**config.mk**
```make
export PLATFORM = sky130hd
export DESIGN_NAME = wdt_top
export DESIGN_NICKNAME = d
export VERILOG_FILES = /design/src/wdt_pkg.sv /design/src/wdt_evt_if.sv /design/src/wdt_cmp.sv /design/src/wdt_top.sv
export SDC_FILE = /design/constraint.sdc
export NUM_CORES = 1
export LEC_CHECK = 0
export BUFFER_PORTS_ARGS = -buffer_cell sky130_fd_sc_hd__buf_2
export CELL_PAD_IN_SITES_DETAIL_PLACEMENT = 2
export CELL_PAD_IN_SITES_GLOBAL_PLACEMENT = 2
export CORE_MARGIN = 10
export CORE_UTILIZATION = 41
export CTS_CLUSTER_SIZE = 16
export DETAILED_ROUTE_END_ITERATION = 8
export MAX_ROUTING_LAYER = met4
export PLACE_DENSITY_LB_ADDON = 0.1
export SETUP_SLACK_MARGIN = 0.05
export SLEW_MARGIN = 5
export SYNTH_ARGS = -nofsm -noshare
export SYNTH_HDL_FRONTEND = slang
export SYNTH_SLANG_ARGS = --single-unit
```
**constraint.sdc**
```tcl
create_clock -name sys_clk -period 3.1 [get_ports sys_clk]
set_input_delay 0 -clock sys_clk [delete_from_list [all_inputs] [get_ports sys_clk]]
set_output_delay 0 -clock sys_clk [all_outputs]
set_load 0.01 [all_outputs]
```
**src/wdt_pkg.sv**
```systemverilog
// package of constants and types for the watchdog timeout and reset block
package wdt_pkg;

  // ****************************************************************
  // counter and timing
  // ****************************************************************
  localparam int unsigned CNT_W        = 25;
  localparam int unsigned SEL_W        = 2;
  localparam int unsigned RST_WIN_CYC  = 512;
  localparam int unsigned EXP_SEL0     = 15;
  localparam int unsigned EXP_SEL1     = 18;
  localparam int unsigned EXP_SEL2     = 21;
  localparam int unsigned EXP_SEL3     = 24;
  localparam int unsigned CLK_MHZ      = 125;

  typedef logic [CNT_W-1:0] wdt_cnt_t;
  typedef logic [SEL_W-1:0] wdt_sel_t;

  localparam wdt_sel_t SEL_2P15 = 2'h0;
  localparam wdt_sel_t SEL_2P18 = 2'h1;
  localparam wdt_sel_t SEL_2P21 = 2'h2;
  localparam wdt_sel_t SEL_2P24 = 2'h3;

  localparam wdt_cnt_t CNT_ZERO = 25'h000_0000;
  localparam wdt_cnt_t CNT_ONE  = 25'h000_0001;
  localparam wdt_cnt_t WIN_CNT  = wdt_cnt_t'(RST_WIN_CYC);

  // ****************************************************************
  // watchdog phase
  // ****************************************************************
  typedef enum logic [1:0] {
    WDT_RUN  = 2'b00,
    WDT_WIN  = 2'b01,
    WDT_RST  = 2'b10
  } wdt_state_e;

endpackage : wdt_pkg

```
**src/wdt_evt_if.sv**
```systemverilog
// interface carrying timeout events from the compare unit to the control
interface wdt_evt_if;
  import wdt_pkg::*;

  wdt_cnt_t count;
  wdt_cnt_t limit;
  logic     hit_tmo;
  logic     hit_rst;

  modport cmp (
    input  count,
    output limit,
    output hit_tmo,
    output hit_rst
  );
  modport ctl (
    output count,
    input  limit,
    input  hit_tmo,
    input  hit_rst
  );
endinterface : wdt_evt_if

```
**src/wdt_cmp.sv**
```systemverilog
// decodes the timeout selection into event points on the shared counter
module wdt_cmp (
  // selection
  input  wire wdt_pkg::wdt_sel_t timeout_select,
  // events
  wdt_evt_if.cmp                 evt
);
  import wdt_pkg::*;

  wdt_cnt_t tmo_pt;

  // ****************************************************************
  // timeout point per selection
  // ****************************************************************
  always_comb begin
    unique case (timeout_select)
      SEL_2P15: tmo_pt = CNT_ONE << EXP_SEL0;
      SEL_2P18: tmo_pt = CNT_ONE << EXP_SEL1;
      SEL_2P21: tmo_pt = CNT_ONE << EXP_SEL2;
      SEL_2P24: tmo_pt = CNT_ONE << EXP_SEL3;
    endcase
  end

  // both events compare the one counter, reset point 512 beyond timeout
  assign evt.limit   = tmo_pt;
  assign evt.hit_tmo = (evt.count == tmo_pt - CNT_ONE);
  assign evt.hit_rst = (evt.count == tmo_pt + WIN_CNT - CNT_ONE);

endmodule : wdt_cmp

```
**src/wdt_top.sv**
```systemverilog
// watchdog timer: shared counter, timeout interrupt and delayed reset
// Function
// - free-running counter on system clock; software restart clears it to zero
// - two-bit select gives timeout of 2^15, 2^18, 2^21 or 2^24 clocks
// - timeout without restart raises interrupt only when enable is set
// - reset point lies exactly 512 clocks after the timeout point
// - no restart by end of the 512-clock window asserts system reset
// - timeout and reset events both come from the one counter
module wdt_top (
  // clock and reset
  input  wire logic              sys_clk,
  input  wire logic              rstn,
  // software control
  input  wire logic              wdt_en,
  input  wire logic              restart,
  input  wire logic              int_en,
  input  wire wdt_pkg::wdt_sel_t timeout_select,
  // events
  output logic                   wdt_irq,
  output logic                   sys_rst_req,
  output logic                   in_window
);
  import wdt_pkg::*;

  wdt_evt_if evt ();

  wdt_cnt_t   cnt_q;
  wdt_cnt_t   cnt_d;
  wdt_state_e st_q;
  wdt_state_e st_d;
  wdt_cnt_t   win_cyc_q;

  wdt_cmp u_cmp (
    .timeout_select (timeout_select),
    .evt            (evt.cmp)
  );

  assign evt.count = cnt_q;

  // ****************************************************************
  // counter
  // ****************************************************************
  always_comb begin
    cnt_d = cnt_q + CNT_ONE;
    if (restart || !wdt_en || st_q == WDT_RST) begin
      cnt_d = CNT_ZERO;
    end
  end

  always_ff @(posedge sys_clk or negedge rstn) begin
    if (!rstn) begin
      cnt_q <= CNT_ZERO;
    end else begin
      cnt_q <= cnt_d;
    end
  end

  // ****************************************************************
  // phase
  // ****************************************************************
  always_comb begin
    st_d = st_q;
    unique case (st_q)
      WDT_RUN: begin
        if (wdt_en && !restart && evt.hit_tmo) begin
          st_d = WDT_WIN;
        end
      end
      WDT_WIN: begin
        if (restart || !wdt_en) begin
          st_d = WDT_RUN;
        end else if (evt.hit_rst) begin
          st_d = WDT_RST;
        end
      end
      WDT_RST: begin
        st_d = WDT_RUN;
      end
      default: begin
        st_d = WDT_RUN;
      end
    endcase
  end

  always_ff @(posedge sys_clk or negedge rstn) begin
    if (!rstn) begin
      st_q <= WDT_RUN;
    end else begin
      st_q <= st_d;
    end
  end

  // ****************************************************************
  // outputs, all registered
  // ****************************************************************
  // irq stands through the window; software answers by restarting
  always_ff @(posedge sys_clk or negedge rstn) begin
    if (!rstn) begin
      wdt_irq <= 1'b0;
    end else begin
      wdt_irq <= int_en && (st_d == WDT_WIN);
    end
  end

  // reset is a one-cycle pulse; the chip reset logic stretches it
  always_ff @(posedge sys_clk or negedge rstn) begin
    if (!rstn) begin
      sys_rst_req <= 1'b0;
    end else begin
      sys_rst_req <= (st_d == WDT_RST);
    end
  end

  always_ff @(posedge sys_clk or negedge rstn) begin
    if (!rstn) begin
      in_window <= 1'b0;
    end else begin
      in_window <= (st_d == WDT_WIN);
    end
  end

  // ****************************************************************
  // window tally for the checks
  // ****************************************************************
  // counts window cycles on its own, so the reset point is judged
  // against something other than the compare that makes it
  always_ff @(posedge sys_clk or negedge rstn) begin
    if (!rstn) begin
      win_cyc_q <= CNT_ZERO;
    end else if (st_q == WDT_WIN) begin
      win_cyc_q <= win_cyc_q + CNT_ONE;
    end else begin
      win_cyc_q <= CNT_ZERO;
    end
  end
endmodule : wdt_top

```
==> impl_metrics.py <==
metrics = {
    "logic_synthesis": {
        "syn-cell-area_um2": 1620,
        "synth_ff_type": "sky130_fd_sc_hd__dfrtp_1",
        "synth_enable_flop_cells": 0,
        "synthDominantAreaCellType": "sky130_fd_sc_hd__dfrtp_1",
        "synth.ff_latch_count": 30,
        "post_synth.cell_area_avg_um2": 9.66,
        "synthesis.nets": 177,
        "yosysSeqAreaShare_pct": 46.3,
        "post_synthesis_instance_total": 168,
        "synth_commonest_cells": "sky130_fd_sc_hd__dfrtp_1 (30), sky130_fd_sc_hd__nor2_1 (30), sky130_fd_sc_hd__xnor2_1 (15), sky130_fd_sc_hd__nand2_1 (11), sky130_fd_sc_hd__xor2_1 (8)",
        "post_synth_num_cell_types": 37,
        "synth_area_leaders": "sky130_fd_sc_hd__dfrtp_1 (46%), sky130_fd_sc_hd__xnor2_1 (8.1%), sky130_fd_sc_hd__nor2_1 (6.9%)",
        "synthesis.yosys.warnings": 0,
        "synth.top_cell.area_share_pct": 46.3,
        "postSynth.asyncResetShare_pct": 100,
    },
    "clock_tree": {
        "cts_tree": "yes",
        "cts-buffers-inserted": 5,
        "cts_post_setup_buffers_inserted": 0,
        "clockBufferDepth": 2,
        "cts-resized-gates": 0,
        "cts.reportedPaths.clkPinSlew_ns": 0.06,
        "ctsRootBufferMaster": "sky130_fd_sc_hd__clkbuf_8",
        "worst_skew_pair.late_latency_ns": 0.29,
        "sink_count_of_the_clock_tree": 30,
        "htree_levels": 2,
    },
    "finish": {
        "n_fill_cell": 429,
        "layout-drive-gt1-share_pct": 15.4,
        "ant_diodes": 0,
        "area.growth.synth_to_final_pct": 12.8,
        "sequential_cell_area_um2": 751,
        "multi_input_area_um2": 830,
        "final_cell_area_um2": 1830,
        "final_nets": 190,
    },
    "pwr": {
        "power.static_leakage_nw": 0.739,
        "power_density_nw_per_um2": 440,
        "vdd_ir_drop_max_mv": 0.246,
        "finalPower_w": 0.000805,
    },
    "drt": {
        "viasPerCell": 5.68,
        "finalWirelength_um": 4720,
        "drt-wirelength-per-cell_um": 20.5,
        "drtIter0Drc": 36,
        "antenna_left": 0,
        "vias": 1307,
        "first_pass_iters": 4,
        "drt_drc_violations_left": 0,
    },
    "sta": {
        "hold_ws_ns": 0.0837,
        "timing_worst_slew_pin_value_ns": 1.04,
        "unrepaired_setup_endpoints_after_global_routing": "false",
        "max-slew-margin-rel_pct": 30.4,
        "setup_viol_count_final": 0,
        "max_transition_viols_final": 0,
        "finClkSkew_ns": 0.00285,
        "finalCriticalPeriod_ns": 1.83,
        "min_period_over_period_pct": 59.2,
        "fin_setup_tns_ns": 0,
        "report.final.hold_viol_count": 0,
        "achievable-frequency_ghz": 0.545,
    },
    "die": {
        "core-area_um2": 3740,
        "dieHeight_um": 82.9,
        "floorplan.die_area_um2": 6870,
        "num_io_pins": 10,
        "floorplan.initialDensity_pct": 43.3,
        "rows": 22,
        "die_width_um": 82.9,
    },
    "critical_path": {
        "path_delay_family": "simple AND/OR/NAND/NOR gates",
        "worst-endpoint-arrival_ns": 1.99,
        "timing.critical_path.cells": "ha_1 > and3_1 > nand3_4 > o21bai_1 > nor4_1",
        "worstPathRequired_ns": 3.26,
        "setup.worst_path.start_class": "register",
        "critPathSlowestCell": "sky130_fd_sc_hd__dfrtp_1",
        "crit_path_max_fanout": 9,
        "crit_path_max_incr_delay_ns": 0.39,
        "worstSetupEndpointType": "register",
        "critPathKind": "reg2reg",
        "cp.buffers_inverters": 0,
    },
    "grt": {
        "use_met3_pct": 4.30,
        "grt_util_met1_pct": 16.6,
        "global_route.overflow_total": 0,
        "pin_count_of_the_biggest_net_entering_global_routing": 31,
        "grt_pass1_wl_um": 8110,
        "first_global_vias": 1502,
        "gr-usage-all-layers_pct": 14.8,
        "met2_usage_in_global_routing_pct": 24.5,
        "globalRoute.busiestLayer": "met2",
        "antenna_found_initial": 0,
    },
    "run": {
        "cap_viol_max_count": 0,
    },
    "placement": {
        "gp_congestion": 0.781,
        "count_of_buffers_from_port_buffering": 9,
        "post-dp-hpwl_um": 3250,
        "placedInstanceArea_um2": 1700,
    },
    "status": {
        "run_status": "completed",
    },
    "hold_path": {
        "hold_path.class": "in2reg",
    },
}
## layer usage
metal	vias up	routed length, um	part of all wire, %
li1	607	-	-
met1	676	2030	43
met2	15	2460	52
met3	9	140	3.0
met4	0	89	1.9
met5	-	0	0
## final cells by class
type | count | area share, %
Timing Repair Buffer | 11 | 3.55
Tap cell | 48 | 3.28
Inverter | 4 | 0.820
Sequential cell | 30 | 41.0
Multi-Input combinational cell | 129 | 45.3
Clock buffer | 8 | 6.02
## final timing paths
check / from / endpoint / slack, ns / cells past startpoint
hold reg to reg: cnt_q[0]$_DFF_PN0_ / cnt_q[0]$_DFF_PN0_ / 0.50 / 1
max in group asynchronous: rstn / cnt_q[19]$_DFF_PN0_ / 2.38 / 2
hold / removal: restart / st_q[1]$_DFF_PN0_ / 0.08 / 4
setup / recovery: cnt_q[0]$_DFF_PN0_ / sys_rst_req$_DFF_PN0_ / 1.27 / 5
min in group asynchronous: rstn / st_q[1]$_DFF_PN0_ / 0.28 / 2
setup reg to reg: cnt_q[0]$_DFF_PN0_ / sys_rst_req$_DFF_PN0_ / 1.27 / 5
## worst min-delay path, stage by stage
cell	delay [ns]
sky130_fd_sc_hd__buf_2	0.09
sky130_fd_sc_hd__nor3b_1	0.06
sky130_fd_sc_hd__nand2_1	0.11
sky130_fd_sc_hd__nor4_1	0.07
## what timing repair did
item,in CTS,in global routing
endpoints found under the hold margin,31,0
endpoints found under the setup margin,0,0
hold buffers,2,0
## report_power, final
group / leakage, nW / total, W / internal, W / switching [W]
logic: 0.263 / 0.0000374 / 0.0000120 / 0.0000254
clock network: 0.0575 / 0.000374 / 0.000224 / 0.000150
registers: 0.418 / 0.000394 / 0.000393 / 0.00000127
## cells by family after synthesis
family	synth area share [%]
fa+ha+maj	1.54
buf+inv	2.62
compound gates	6.40
xor+xnor	12.4
flops	46.3
simple gates	30.8
## flip-flops by register name (all words and copies together), names as in the netlist
signal and count:
cnt_q 25, sys_rst_req 1, wdt_irq 1, in_window 1, st_q 2
## metrics by stage
step | worst slack, ns | std cells | utilization (%)
6_report | 1.27 | 230 | 48.9
4_1_cts | 1.24 | 230 | 48.9
2_1_floorplan | 1.44 | 168 | -
5_1_grt | 1.05 | 230 | 48.9
3_3_place_gp | 1.42 | 220 | 45.4
3_5_place_dp | 1.29 | 220 | 45.4
## cell usage in the layout, fill, tap and decap left out, types with 2 or more instances in the layout
master                          instances
sky130_fd_sc_hd__a21oi_1                3
sky130_fd_sc_hd__a21oi_2                2
sky130_fd_sc_hd__and3_1                 5
sky130_fd_sc_hd__and4_1                 3
sky130_fd_sc_hd__buf_2                  9
sky130_fd_sc_hd__clkbuf_8               8
sky130_fd_sc_hd__dfrtp_1               30
sky130_fd_sc_hd__dlygate4sd3_1          2
sky130_fd_sc_hd__ha_1                   2
sky130_fd_sc_hd__inv_1                  4
sky130_fd_sc_hd__nand2_1               11
sky130_fd_sc_hd__nand2b_1               2
sky130_fd_sc_hd__nand3_1                7
sky130_fd_sc_hd__nand3_2                2
sky130_fd_sc_hd__nand3_4                2
sky130_fd_sc_hd__nand4_1                5
sky130_fd_sc_hd__nor2_1                30
sky130_fd_sc_hd__nor3_1                 5
sky130_fd_sc_hd__nor3b_1                2
sky130_fd_sc_hd__nor4_1                 5
sky130_fd_sc_hd__nor4_2                 2
sky130_fd_sc_hd__o21ai_0                2
sky130_fd_sc_hd__o21bai_1               2
sky130_fd_sc_hd__or3_1                  3
sky130_fd_sc_hd__xnor2_1               15
sky130_fd_sc_hd__xor2_1                 8
(Power assumes the default switching activity.)
